<file path="config.mk">
export PLATFORM = sky130hd
export DESIGN_NAME = fpga_host_config_local_bus
export DESIGN_NICKNAME = d
export VERILOG_FILES = /design/src/pkg/cfg_loader_pkg.sv /design/src/verilog/fpga_host_config_local_bus.sv /design/src/verilog/byte_fifo.sv
export SDC_FILE = /design/constraint.sdc
export NUM_CORES = 1
export LEC_CHECK = 0
export BUFFER_PORTS_ARGS = -buffer_cell sky130_fd_sc_hd__buf_4
export CORE_UTILIZATION = 54
export DETAILED_ROUTE_END_ITERATION = 8
export PLACE_DENSITY = 0.72
export SLEW_MARGIN = 10
export SYNTH_ARGS = -nofsm -noshare
export SYNTH_HDL_FRONTEND = slang
export SYNTH_SLANG_ARGS = --single-unit
</file>
<file path="constraint.sdc">
create_clock -name clk -period 8.9 [get_ports clk]
set_input_delay 1.78 -clock clk [delete_from_list [all_inputs] [get_ports clk]]
set_output_delay 1.78 -clock clk [all_outputs]
set_load 0.01 [all_outputs]
</file>
<file path="src/pkg/cfg_loader_pkg.sv">
package cfg_loader_pkg;

    // local bus
    localparam int          LB_W          = 32;
    localparam int          BYTE_W        = 8;
    localparam logic [31:0] SPACE0_BYTES  = 32'h0000_0100;
    localparam logic [31:0] SPACE1_BYTES  = 32'h0001_0000;
    localparam logic        SPACE_IO      = 1'b0;

    // pin synchroniser and strap capture
    localparam int          PIN_W         = LB_W + 7;
    localparam logic [1:0]  BOOT_WAIT     = 2'h3;

    // register port
    localparam int          REG_ADDR_W    = 5;
    localparam logic [4:0]  REG_CTRL      = 5'h00;
    localparam logic [4:0]  REG_STATUS    = 5'h04;
    localparam logic [4:0]  REG_COUNT     = 5'h08;
    localparam logic [4:0]  REG_USER_OUT  = 5'h0C;
    localparam logic [4:0]  REG_USER_OE   = 5'h10;
    localparam int          CTRL_LAMP_BIT = 0;
    localparam int          STAT_DONE_BIT = 0;
    localparam int          STAT_SRC_BIT  = 1;
    localparam int          STAT_PEND_BIT = 2;
    localparam int          STAT_ST_LSB   = 4;

    // serial flash read
    localparam logic [7:0]  FLASH_READ_CMD   = 8'h03;
    localparam logic [23:0] FLASH_START_ADDR = 24'h00_0000;
    localparam logic [4:0]  FLASH_HDR_LAST   = 5'h1F;
    localparam logic [2:0]  FLASH_BYTE_LAST  = 3'h7;

    // timing
    localparam int          CLK_NS        = 50;
    localparam int          SCK_HALF_NS   = 100;
    localparam int          SCK_HALF_CYC  = (SCK_HALF_NS + CLK_NS - 1) / CLK_NS;

    // sizes
    localparam int          CNT_W         = 24;
    localparam int          FIFO_DEPTH    = 32;
    localparam logic [23:0] IMAGE_BYTES_DEF = 24'h10_0000;

    typedef enum logic [1:0] {S_CLEAR, S_FLASH, S_HOST, S_DONE} load_state_t;
    typedef enum logic [1:0] {F_OFF, F_CMD, F_READ, F_STOP} flash_phase_t;

endpackage

</file>
<file path="src/verilog/fpga_host_config_local_bus.sv">
// Chosen here: the strobed register port and the register offsets.
`timescale 1ns/10ps
// Summary of operation
// - address/data lines are latched during address strobe as the data-phase address.
// - while loading from the host, a write to any address of either region is configuration data.
// - bridge output drives active-low clear; bridge input reads configuration-complete.
// - strap high at power-up or board reset loads the image from serial flash.
// - once configured, a clear pulse restarts loading from the host, whatever the strap.
// - one on-card clock serves both system logic and local-bus interface.
// - decoder serves a 256 byte I/O space and a 64K byte memory space.
// - fault lamp shows the clear state before completion, software control afterwards.
// - user I/O stays undriven, left to pull-ups, until configuration completes.
module fpga_host_config_local_bus #(
    parameter int               USER_W      = 8,
    parameter int               FIFO_DEPTH  = cfg_loader_pkg::FIFO_DEPTH,
    parameter logic [23:0]      IMAGE_BYTES = cfg_loader_pkg::IMAGE_BYTES_DEF
) (
    // clock, reset, enable
    input  wire logic                        clk,
    input  wire logic                        rstn,
    input  wire logic                        ce,
    // local bus from the bridge
    input  wire logic [cfg_loader_pkg::LB_W-1:0] muxed_addr_data,
    input  wire logic                        addr_strobe,
    input  wire logic                        lb_data_phase,
    input  wire logic                        lb_write,
    input  wire logic                        lb_space,
    output logic                             lb_ready,
    // configuration control pins
    input  wire logic                        bridge_output_pin_n,
    output logic                             bridge_input_pin,
    input  wire logic                        boot_source_select,
    // serial flash
    output logic                             flash_sck,
    output logic                             flash_cs_n,
    output logic                             flash_mosi,
    input  wire logic                        flash_miso,
    // configuration byte sink
    output logic [cfg_loader_pkg::BYTE_W-1:0] cfg_byte,
    output logic                             cfg_byte_valid,
    input  wire logic                        cfg_byte_ready,
    // user pins and lamp
    output logic [USER_W-1:0]                user_io_o,
    output logic [USER_W-1:0]                user_io_oe,
    output logic                             fault_lamp,
    // register port
    input  wire logic [cfg_loader_pkg::REG_ADDR_W-1:0] reg_addr,
    input  wire logic [31:0]                 reg_wdata,
    input  wire logic                        reg_wr,
    input  wire logic                        reg_rd,
    output logic [31:0]                      reg_rdata
);
    localparam int BW = cfg_loader_pkg::BYTE_W;
    localparam int CW = cfg_loader_pkg::CNT_W;

    cfg_loader_pkg::load_state_t  st_q, st_d;
    cfg_loader_pkg::flash_phase_t fph_q, fph_d;

    logic                  rs1_q, rs2_q;
    logic                  srst_n;
    logic [cfg_loader_pkg::PIN_W-1:0] ps1_q, ps2_q;
    logic [cfg_loader_pkg::LB_W-1:0]  lad_s;
    logic                  ads_s, dph_s, wr_s, space_s, clr_n_s, strap_s, miso_s;

    logic [31:0]           addr_q, addr_d;
    logic                  hit, dph_prev_q, wr_start;
    logic                  pend_q, pend_d;
    logic [BW-1:0]         pbyte_q, pbyte_d;

    logic [1:0]            boot_q, boot_d;
    logic                  src_q, src_d, done_q, done_d;
    logic [CW-1:0]         cnt_q, cnt_d;

    logic [7:0]            div_q, div_d;
    logic                  sck_q, sck_d, cs_n_q, cs_n_d, tick;
    logic [4:0]            bit_q, bit_d;
    logic [31:0]           sh_q, sh_d;
    logic [BW-1:0]         in_q, in_d, fbyte_q, fbyte_d;
    logic                  fv_q, fv_d;
    logic [CW-1:0]         rd_q, rd_d;

    logic                  fi_valid, fi_ready, fo_valid, fo_ready, loading;
    logic [BW-1:0]         fi_data;

    logic                  lamp_q, lamp_d;
    logic [USER_W-1:0]     uo_q, uo_d, uoe_q, uoe_d;
    logic [31:0]           rdata_q, rdata_d;

    // reset release through two flops
    always_ff @(posedge clk or negedge rstn)
    begin
        if (!rstn)
        begin
            rs1_q <= 1'b0;
            rs2_q <= 1'b0;
        end
        else
        begin
            rs1_q <= 1'b1;
            rs2_q <= rs1_q;
        end
    end
    assign srst_n = rs2_q;

    // all bridge and flash inputs cross in one two-stage bank, so strobe and
    // data keep the same latency relative to each other
    always_ff @(posedge clk or negedge srst_n)
    begin
        if (!srst_n)
        begin
            ps1_q <= '0;
            ps2_q <= '0;
        end
        else if (ce)
        begin
            ps1_q <= {muxed_addr_data, addr_strobe, lb_data_phase, lb_write, lb_space,
                      bridge_output_pin_n, boot_source_select, flash_miso};
            ps2_q <= ps1_q;
        end
    end
    assign {lad_s, ads_s, dph_s, wr_s, space_s, clr_n_s, strap_s, miso_s} = ps2_q;

    // local bus: address latch, decode, one byte per write data phase
    assign hit      = (space_s == cfg_loader_pkg::SPACE_IO)
                      ? (addr_q < cfg_loader_pkg::SPACE0_BYTES)
                      : (addr_q < cfg_loader_pkg::SPACE1_BYTES);
    assign wr_start = dph_s & ~dph_prev_q & wr_s & ~ads_s & hit;
    assign lb_ready = ~pend_q;

    always_comb
    begin
        addr_d  = ads_s ? lad_s : addr_q;
        pend_d  = pend_q;
        pbyte_d = pbyte_q;
        if (pend_q && fi_ready && st_q == cfg_loader_pkg::S_HOST)
            pend_d = 1'b0;
        if (wr_start && !pend_q && st_q == cfg_loader_pkg::S_HOST)
        begin
            pend_d  = 1'b1;
            pbyte_d = lad_s[BW-1:0];
        end
        if (st_q != cfg_loader_pkg::S_HOST)
            pend_d = 1'b0;
    end

    always_ff @(posedge clk or negedge srst_n)
    begin
        if (!srst_n)
        begin
            addr_q     <= '0;
            dph_prev_q <= 1'b0;
            pend_q     <= 1'b0;
            pbyte_q    <= '0;
        end
        else if (ce)
        begin
            addr_q     <= addr_d;
            dph_prev_q <= dph_s;
            pend_q     <= pend_d;
            pbyte_q    <= pbyte_d;
        end
    end

    // load sequencing
    assign loading  = (st_q == cfg_loader_pkg::S_FLASH) || (st_q == cfg_loader_pkg::S_HOST);
    assign fo_ready = cfg_byte_ready & loading;
    assign cfg_byte_valid = fo_valid & loading;

    always_comb
    begin
        st_d   = st_q;
        boot_d = boot_q;
        src_d  = src_q;
        cnt_d  = cnt_q;
        if (fo_valid && fo_ready)
            cnt_d = cnt_q + 1'b1;
        case (st_q)
            cfg_loader_pkg::S_CLEAR:
            begin
                cnt_d = '0;
                if (boot_q != cfg_loader_pkg::BOOT_WAIT)
                    boot_d = boot_q + 1'b1;
                else if (boot_q == cfg_loader_pkg::BOOT_WAIT && clr_n_s)
                begin
                    // strap only counts at board reset; later clears go to host
                    st_d   = (strap_s && !src_q) ? cfg_loader_pkg::S_FLASH
                                                 : cfg_loader_pkg::S_HOST;
                    src_d  = 1'b1;
                end
            end
            cfg_loader_pkg::S_FLASH,
            cfg_loader_pkg::S_HOST:
            begin
                if (cnt_q == IMAGE_BYTES)
                    st_d = cfg_loader_pkg::S_DONE;
            end
            cfg_loader_pkg::S_DONE:
                st_d = cfg_loader_pkg::S_DONE;
            default:
                st_d = cfg_loader_pkg::S_CLEAR;
        endcase
        if (!clr_n_s && boot_q == cfg_loader_pkg::BOOT_WAIT)
            st_d = cfg_loader_pkg::S_CLEAR;
        done_d = (st_d == cfg_loader_pkg::S_DONE);
    end

    always_ff @(posedge clk or negedge srst_n)
    begin
        if (!srst_n)
        begin
            st_q   <= cfg_loader_pkg::S_CLEAR;
            boot_q <= '0;
            src_q  <= 1'b0;
            done_q <= 1'b0;
            cnt_q  <= '0;
        end
        else if (ce)
        begin
            st_q   <= st_d;
            boot_q <= boot_d;
            src_q  <= src_d;
            done_q <= done_d;
            cnt_q  <= cnt_d;
        end
    end
    assign bridge_input_pin = done_q;

    // serial flash reader, mode 0; sampling just before the falling edge
    // leaves room for the two-flop delay on the return line
    assign tick = (div_q == 8'(cfg_loader_pkg::SCK_HALF_CYC - 1)) & ~fv_q;

    always_comb
    begin
        fph_d   = fph_q;
        div_d   = fv_q ? div_q : (tick ? '0 : div_q + 1'b1);
        sck_d   = sck_q;
        cs_n_d  = cs_n_q;
        bit_d   = bit_q;
        sh_d    = sh_q;
        in_d    = in_q;
        fbyte_d = fbyte_q;
        fv_d    = fv_q & ~fi_ready;
        rd_d    = rd_q;
        case (fph_q)
            cfg_loader_pkg::F_OFF:
            begin
                div_d = '0;
                if (st_q == cfg_loader_pkg::S_FLASH)
                begin
                    fph_d  = cfg_loader_pkg::F_CMD;
                    cs_n_d = 1'b0;
                    sh_d   = {cfg_loader_pkg::FLASH_READ_CMD, cfg_loader_pkg::FLASH_START_ADDR};
                    bit_d  = '0;
                    rd_d   = '0;
                end
            end
            cfg_loader_pkg::F_CMD,
            cfg_loader_pkg::F_READ:
            begin
                if (tick)
                begin
                    sck_d = ~sck_q;
                    if (sck_q)
                    begin
                        in_d  = {in_q[BW-2:0], miso_s};
                        sh_d  = {sh_q[30:0], 1'b0};
                        bit_d = bit_q + 1'b1;
                        if (fph_q == cfg_loader_pkg::F_CMD
                            && bit_q == cfg_loader_pkg::FLASH_HDR_LAST)
                        begin
                            fph_d = cfg_loader_pkg::F_READ;
                            bit_d = '0;
                        end
                        else if (fph_q == cfg_loader_pkg::F_READ
                                 && bit_q[2:0] == cfg_loader_pkg::FLASH_BYTE_LAST)
                        begin
                            fv_d    = 1'b1;
                            fbyte_d = {in_q[BW-2:0], miso_s};
                            rd_d    = rd_q + 1'b1;
                            if (rd_q + 1'b1 == IMAGE_BYTES)
                            begin
                                fph_d  = cfg_loader_pkg::F_STOP;
                                cs_n_d = 1'b1;
                            end
                        end
                    end
                end
            end
            cfg_loader_pkg::F_STOP:
                div_d = '0;
            default:
                fph_d = cfg_loader_pkg::F_OFF;
        endcase
        if (st_q != cfg_loader_pkg::S_FLASH && fph_q != cfg_loader_pkg::F_OFF)
        begin
            fph_d  = cfg_loader_pkg::F_OFF;
            sck_d  = 1'b0;
            cs_n_d = 1'b1;
            fv_d   = 1'b0;
        end
    end

    always_ff @(posedge clk or negedge srst_n)
    begin
        if (!srst_n)
        begin
            fph_q   <= cfg_loader_pkg::F_OFF;
            div_q   <= '0;
            sck_q   <= 1'b0;
            cs_n_q  <= 1'b1;
            bit_q   <= '0;
            sh_q    <= '0;
            in_q    <= '0;
            fbyte_q <= '0;
            fv_q    <= 1'b0;
            rd_q    <= '0;
        end
        else if (ce)
        begin
            fph_q   <= fph_d;
            div_q   <= div_d;
            sck_q   <= sck_d;
            cs_n_q  <= cs_n_d;
            bit_q   <= bit_d;
            sh_q    <= sh_d;
            in_q    <= in_d;
            fbyte_q <= fbyte_d;
            fv_q    <= fv_d;
            rd_q    <= rd_d;
        end
    end
    assign flash_sck  = sck_q;
    assign flash_cs_n = cs_n_q;
    assign flash_mosi = sh_q[31];

    // both sources share one byte queue toward the configuration sink
    assign fi_valid = (st_q == cfg_loader_pkg::S_FLASH) ? fv_q
                    : (st_q == cfg_loader_pkg::S_HOST) ? pend_q : 1'b0;
    assign fi_data  = (st_q == cfg_loader_pkg::S_FLASH) ? fbyte_q : pbyte_q;

    byte_fifo #(
        .WIDTH (BW),
        .DEPTH (FIFO_DEPTH)
    ) u_fifo (
        .clk       (clk),
        .rst_n     (srst_n),
        .ce        (ce),
        .flush     (st_q == cfg_loader_pkg::S_CLEAR),
        .in_valid  (fi_valid),
        .in_ready  (fi_ready),
        .in_data   (fi_data),
        .out_valid (fo_valid),
        .out_ready (fo_ready),
        .out_data  (cfg_byte)
    );

    // register port
    always_comb
    begin
        lamp_d  = lamp_q;
        uo_d    = uo_q;
        uoe_d   = uoe_q;
        rdata_d = '0;
        if (reg_wr)
        begin
            case (reg_addr)
                cfg_loader_pkg::REG_CTRL:     lamp_d = reg_wdata[cfg_loader_pkg::CTRL_LAMP_BIT];
                cfg_loader_pkg::REG_USER_OUT: uo_d   = reg_wdata[USER_W-1:0];
                cfg_loader_pkg::REG_USER_OE:  uoe_d  = reg_wdata[USER_W-1:0];
                default:                      lamp_d = lamp_q;
            endcase
        end
        if (reg_rd)
        begin
            case (reg_addr)
                cfg_loader_pkg::REG_CTRL:
                    rdata_d[cfg_loader_pkg::CTRL_LAMP_BIT] = lamp_q;
                cfg_loader_pkg::REG_STATUS:
                begin
                    rdata_d[cfg_loader_pkg::STAT_DONE_BIT] = done_q;
                    rdata_d[cfg_loader_pkg::STAT_SRC_BIT]  = strap_s;
                    rdata_d[cfg_loader_pkg::STAT_PEND_BIT] = pend_q;
                    rdata_d[cfg_loader_pkg::STAT_ST_LSB +: 2] = st_q;
                end
                cfg_loader_pkg::REG_COUNT:    rdata_d[CW-1:0]     = cnt_q;
                cfg_loader_pkg::REG_USER_OUT: rdata_d[USER_W-1:0] = uo_q;
                cfg_loader_pkg::REG_USER_OE:  rdata_d[USER_W-1:0] = uoe_q;
                default:                      rdata_d = '0;
            endcase
        end
    end

    always_ff @(posedge clk or negedge srst_n)
    begin
        if (!srst_n)
        begin
            lamp_q  <= 1'b0;
            uo_q    <= '0;
            uoe_q   <= '0;
            rdata_q <= '0;
        end
        else if (ce)
        begin
            lamp_q  <= lamp_d;
            uo_q    <= uo_d;
            uoe_q   <= uoe_d;
            rdata_q <= rdata_d;
        end
    end
    assign reg_rdata  = rdata_q;
    assign user_io_o  = uo_q;
    // undriven pins fall back to the board pull-ups before completion
    assign user_io_oe = done_q ? uoe_q : '0;
    assign fault_lamp = done_q ? lamp_q : (st_q == cfg_loader_pkg::S_CLEAR);

endmodule // fpga_host_config_local_bus

</file>
<file path="src/verilog/byte_fifo.sv">
`timescale 1ns/10ps
module byte_fifo #(
    parameter int WIDTH = 8,
    parameter int DEPTH = 32
) (
    // clock and reset
    input  wire logic             clk,
    input  wire logic             rst_n,
    input  wire logic             ce,
    input  wire logic             flush,
    // fill side
    input  wire logic             in_valid,
    output logic                  in_ready,
    input  wire logic [WIDTH-1:0] in_data,
    // drain side
    output logic                  out_valid,
    input  wire logic             out_ready,
    output logic      [WIDTH-1:0] out_data
);
    localparam int AW = $clog2(DEPTH);

    logic [WIDTH-1:0] mem_q [DEPTH];
    logic [AW-1:0]    wp_q, wp_d, rp_q, rp_d;
    logic [AW:0]      cnt_q, cnt_d;
    logic             ov_q, ov_d;
    logic [WIDTH-1:0] od_q, od_d;
    logic             push, load;

    // the output register is the head; the array holds the rest
    assign in_ready  = (cnt_q != (AW+1)'(DEPTH));
    assign push      = in_valid & in_ready;
    assign load      = (cnt_q != '0) & (~ov_q | out_ready);
    assign out_valid = ov_q;
    assign out_data  = od_q;

    always_comb
    begin
        wp_d  = wp_q;
        rp_d  = rp_q;
        cnt_d = cnt_q;
        ov_d  = ov_q;
        od_d  = od_q;
        if (push)
            wp_d = (wp_q == AW'(DEPTH-1)) ? '0 : wp_q + 1'b1;
        if (load)
        begin
            rp_d = (rp_q == AW'(DEPTH-1)) ? '0 : rp_q + 1'b1;
            od_d = mem_q[rp_q];
            ov_d = 1'b1;
        end
        else if (out_ready)
            ov_d = 1'b0;
        cnt_d = cnt_q + (AW+1)'(push) - (AW+1)'(load);
        if (flush)
        begin
            wp_d  = '0;
            rp_d  = '0;
            cnt_d = '0;
            ov_d  = 1'b0;
        end
    end

    always_ff @(posedge clk or negedge rst_n)
    begin
        if (!rst_n)
        begin
            wp_q  <= '0;
            rp_q  <= '0;
            cnt_q <= '0;
            ov_q  <= 1'b0;
            od_q  <= '0;
        end
        else if (ce)
        begin
            wp_q  <= wp_d;
            rp_q  <= rp_d;
            cnt_q <= cnt_d;
            ov_q  <= ov_d;
            od_q  <= od_d;
        end
    end

    // storage has no reset, so it maps onto plain ram
    always_ff @(posedge clk)
    begin
        if (ce && push)
            mem_q[wp_q] <= in_data;
    end

endmodule // byte_fifo

</file>
# After elaboration in Yosys (flattened, before gate mapping)
# Memory sizes are Yosys's and may differ from the RTL's. A register that Yosys moved wholly into a read port is not among the register bits.
# Index checks and enable logic that the tools add are counted.
[word_totals]
ff_bits = 307
mem_bits_rw = 256
inputBits = 82
word_cells = 234
n_memories = 1
[op_classes]
n_addsub = 9
magnitude_cmp = 2
eq_ne = 37
mux = 79
bitwise = 20
n_reduce_logical = 55
[memory_table]
columns = ["name", "depth", "word_bits", "read_ports", "rd_ports_with_merged_regs", "write_ports", "line_no", "text"]
rows = [
  ["u_fifo.mem_q", 32, 8, 1, 1, 1, "byte_fifo.sv:22", "logic [WIDTH-1:0] mem_q [DEPTH];"],
]
[op_table]
columns = ["cell", "n"]
rows = [
  ["24-bit two-way mux", 8],
  ["32-bit two-way mux", 3],
  ["32-bit one-hot mux with 2 select lines", 1],
  ["5-bit two-way mux", 10],
  ["24-bit by 1-bit adder with 24-bit output, second input constant", 2],
  ["24-bit by 21-bit equality test with 1-bit output, second input constant", 2],
  ["24-bit one-hot mux with 2 select lines", 1],
  ["8-bit two-way mux", 5],
  ["32-bit by 17-bit less-than comparator with 1-bit output, second input constant", 1],
  ["32-bit by 9-bit less-than comparator with 1-bit output, second input constant", 1],
  ["1-bit two-way mux", 28],
  ["2-bit two-way mux", 12],
  ["5-bit equality test, second input constant", 4],
  ["3-bit inequality test, second input constant", 6],
  ["2-bit AND reduction", 9],
  ["16-bit two-way mux", 1],
  ["2-bit inequality test, second input constant", 8],
  ["2-bit one-hot mux with 4 select lines", 2],
  ["5-bit by 1-bit adder with 5-bit output, second input constant", 3],
  ["3-bit AND reduction", 5],
  ["7-bit AND reduction", 2],
  ["2-bit nonzero test", 7],
  ["2-bit equality test, second input constant", 6],
  ["1-bit logical AND", 12],
  ["33 further kinds", 63],
]

# Depth between registers and ports, before layout
[logic_depth]
ltp_word = 9
depth_mapped = 14

# Hierarchy
# A second synthesis with hierarchy kept.
[hier_totals]
hier_cells = 1607
area_unflattened_um2 = 23015.8
[modules_own_cells]
columns = ["module", "n_inst", "cells_per_inst", "area_each_um2", "seq_area_each_um2"]
rows = [
  ["fpga_host_config_local_bus", 1, 985, 11571.1, 6257.3],
  ["byte_fifo", 1, 622, 11444.7, 8313.0],
]

# Least setup slack after synthesis
# Ideal clock, no wire load.
[synth_path]
kind = "input to register"
startpoint = "in ce"
endpoint = "reg pbyte_q[0]"
setup_ns = 0.125
arrival_time_ns = 3.480
required_ns = 8.775
setup_slack_ns = 5.295
stages = 6
path_cell_list = "buf_2 inv_1 nor4b_1 nand4_1 nor3_1 mux2_2"
[synth_between]
elab_chain_len = 1
[synth_rtl]
columns = ["element", "line_no", "text"]
rows = [
  ["from (decl)", "fpga_host_config_local_bus.sv:21", "input wire logic ce,"],
  ["2-bit AND reduction (no line)", "-", ""],
  ["to (signal assigned)", "fpga_host_config_local_bus.sv:160", "pbyte_q <= pbyte_d;"],
  ["to (decl)", "fpga_host_config_local_bus.sv:68", "logic [BW-1:0] pbyte_q, pbyte_d;"],
]
# Every way passes these cells.
# A chain may end at the register's enable or synchronous reset.

# Worst setup path in the final report
[layout_path]
startpoint = "in ce"
endpoint = "reg cnt_q[23]"
[layout_between]
elab_chain_len = 1
[layout_rtl]
columns = ["element", "line_no", "text"]
rows = [
  ["2-bit AND reduction (no line)", "-", ""],
  ["to (signal assigned)", "fpga_host_config_local_bus.sv:223", "cnt_q <= cnt_d;"],
  ["to (decl)", "fpga_host_config_local_bus.sv:72", "logic [CW-1:0] cnt_q, cnt_d;"],
]
# Every way passes these cells.

==> flow_summary.yaml <==
run_status:
  status: "complete, no violations"
clock_network:
  clock_latency_ps: 600
  clk_path_buf_depth: 3
  htreeDepth: 2
  cts_made_buffers: 52
  postCtsSetupRepairBufs: 0
  clk_pin_slew_ps: 60
  cts_tree: "yes"
  cts_resized: 0
  cts-hold-fix-buffers: 0
  clock-sinks: 531
  root_buffer: "clkbuf_16"
pwr:
  p_int_uw: 4720
  p_seq_frac: 0.449
  p_leak_uw: 0.00992
  pwr_density_cell_nw_per_um2: 252
  switching_share: 0.274
  clock_power_share: 0.339
  power.switching_uw: 1780
  peakVddDrop_uv: 173
  p_comb_frac: 0.212
placement:
  dp_hpwl_um: 28600
  port_buffers: 112
  place_congestion: 0.833
  dp_cells: 2105
detailed_routing:
  drt_iter0_drc: 880
  wire_per_inst_um: 20.6
  viasPerCell: 5.97
  post-route-drc-count: 0
  wl_um: 45200
  ant_nets: 0
  vias: 13135
  first_pass_iters: 7
synth:
  synth.distinct_cells: 71
  synth_commonest_cells: "274 x dfrtp_1, 256 x edfxtp_1, 154 x mux2_2"
  synth.cell_area_um2: 22700
  synth_flop_cell: "dfrtp_1"
  ys_async_sr_fraction: 0.518
  syn_area_per_cell_um2: 14.9
  synth-edff-count: 256
  ys_seq_area_frac: 0.642
  synth.largest_area_cell: "edfxtp_1"
  ys_warn_count: 0
  netlist.area_leader.share: 0.339
  yosysMostFrequentCell: "dfrtp_1"
  syn_inst: 1526
  ys_top_cells_by_area: "edfxtp_1 34%, dfrtp_1 30%, mux4_2 7.9%"
  ys_ff_latch: 531
worst_setup_path:
  cpPeakStageDelay_ps: 560
  crit_slowest_cell: "buf_4"
  critPathLaunchType: "input pin"
  critPathKind: "in -> reg"
  cp_num_buf_inv: 3
  cp.arrival_ps: 4690
  cp-end-kind: "flop"
  cp_max_fo: 49
  cp_cell_sequence: "buf_4 -> buf_4 -> buf_4 -> o2111ai_1 -> nor2_1 -> nand2_1 -> nor3_1 -> xnor2_1 -> nor2_1"
  cp_data_required_time_ps: 9340
  path_common_cell: "buf_4"
  critPathTopFamily: "buffers and inverters"
final_layout:
  drive_above_1_share: 0.273
  nets: 1743
  postLayoutCoreUtil: 0.625
  instances_no_fill: 2200
  syn2layout_area_growth_pct: 13.3
  antenna_cells: 0
  fillers: 3061
floorplan:
  num_rows: 74
  core_um2: 41100
  die_area_um2: 42900
  start_util: 0.552
  ios: 145
  fp.dieW_um: 207
  die_y_um: 207
sta:
  worst_slew_pin_slew_ps: 1150
  max_freq_ghz: 0.235
  grt_setup_unrepaired: "false"
  maxSlewViolCount: 0
  period_needed_ps: 4250
  finalHoldViolations: 0
  fin_skew_ps: 12.4
  tns_ps: 0
  post-route-period-util: 0.477
  holdWs_ps: 360
  setup_viol: 0
  relSlewSlack: 0.227
grt:
  grt_pass1_wl_um: 73500
  grt_usage: 0.216
  grt_max_degree: 164
  grt-ovfl-total: 0
  antenna_found_initial: 0
  grt_pass1_vias: 13442
min_path:
  hp-class: "reg -> reg"
job:
  max_cap_violations: 0
[sequential cells by signal, summed over array words and instances, names as in the netlist, 2 cells and up]
register and count:
u_fifo.mem_q 256, boot_q 2, st_q 2, ps1_q 39, ps2_q 39, rd_q 24, uoe_q 8, user_io_o 8
sh_q 8, cnt_q 24, in_q 7, u_fifo.out_data 8, fph_q 2, u_fifo.cnt_q 6, div_q 8, pbyte_q 8
bit_q 5, addr_q 24, u_fifo.rp_q 5, fbyte_q 8, reg_rdata 24, u_fifo.wp_q 5
[cell usage in the layout (no fill, tap or decap), drive strengths merged, types with 7 or more instances in the layout]
master / n
conb: 9
or3: 12
edfxtp: 256
mux4: 80
and2: 12
a21oi: 40
dfrtp: 274
clkinv: 14
o22ai: 12
xor2: 14
nand2: 73
o2bb2ai: 18
clkbuf: 75
nand3b: 7
nor2: 91
nand4: 16
ha: 33
buf: 122
mux2i: 20
mux2: 154
nor4: 16
nor4b: 7
and3: 23
a22o: 25
xnor2: 14
nor3: 16
inv: 39
nand3: 28
o21ai: 73
a22oi: 7
o31ai: 12
[layer usage]
| metal | up-vias | wire (um) | track usage |
|---|---|---|---|
| met4 | 0 | 1200 | 0.0759 |
| li1 | 6019 | - | - |
| met2 | 352 | 22200 | 0.352 |
| met1 | 6689 | 19500 | 0.299 |
| met5 | - | 0 | 0 |
| met3 | 75 | 2350 | 0.0341 |
[final timing paths]
path | to | cells after the start | startpoint | slack, ps
max | cnt_q[23]$_DFFE_PN0P_ | 9 | ce | 4650
min | rs2_q$_DFF_PN0_ | 0 | rs1_q$_DFF_PN0_ | 360
max reg2reg | u_fifo.mem_q[11][1]$_DFFE_PP_ | 7 | st_q[1]$_DFFE_PN0P_ | 5470
min reg2reg | rs2_q$_DFF_PN0_ | 0 | rs1_q$_DFF_PN0_ | 360
max in group asynchronous | u_fifo.rp_q[0]$_DFFE_PN0P_ | 1 | rs2_q$_DFF_PN0_ | 7090
min in group asynchronous | ps1_q[18]$_DFFE_PN0P_ | 0 | rs2_q$_DFF_PN0_ | 380
[cells by family after synthesis]
kind of cell             synth area share
AND/OR/NAND/NOR                    0.0744
XOR/XNOR                           0.0108
AO/OA/AOI/OAI                      0.0674
flip-flops                          0.642
other                            0.000331
buffers and inverters              0.0214
multiplexers                        0.165
adder cells (fa/ha/maj)            0.0191
[worst register-to-register path, stage by stage (launching register included)]
cell,delay (ps)
dfrtp_1,460
inv_1,130
ha_1,620
nand2_1,190
a21o_1,270
nor2_1,320
nand2_1,340
nor2_1,730
[metrics by stage]
stage	total power (uW)	instance area (um^2)	setup slack, ps
after floorplan	3940	22700	670
after global placement	4300	24000	4010
after detailed placement	4340	24000	4050
after CTS	6550	25700	4650
after global routing	6770	25700	4350
final	6490	25700	4650
[layout make-up]
class / instances / area [um^2] / area share
clock inverters: 20 / 218 / 0.00847
flip-flops and latches: 531 / 14600 / 0.567
clock buffers: 75 / 1510 / 0.0587
well taps: 532 / 666 / 0.0259
inverters: 36 / 135 / 0.00526
multi-input cells: 884 / 7670 / 0.298
repair buffers: 122 / 928 / 0.0361
[power by group through the flow]
stage	Combinational, uW	Clock [uW]	Sequential (uW)
after global routing	1500	2330	2940
after detailed placement	1370	0	2970
after CTS	1390	2250	2920
final	1370	2200	2920
after floorplan	1040	0	2900
after global placement	1340	0	2960
No activity file was read; power rests on OpenSTA's default activity.
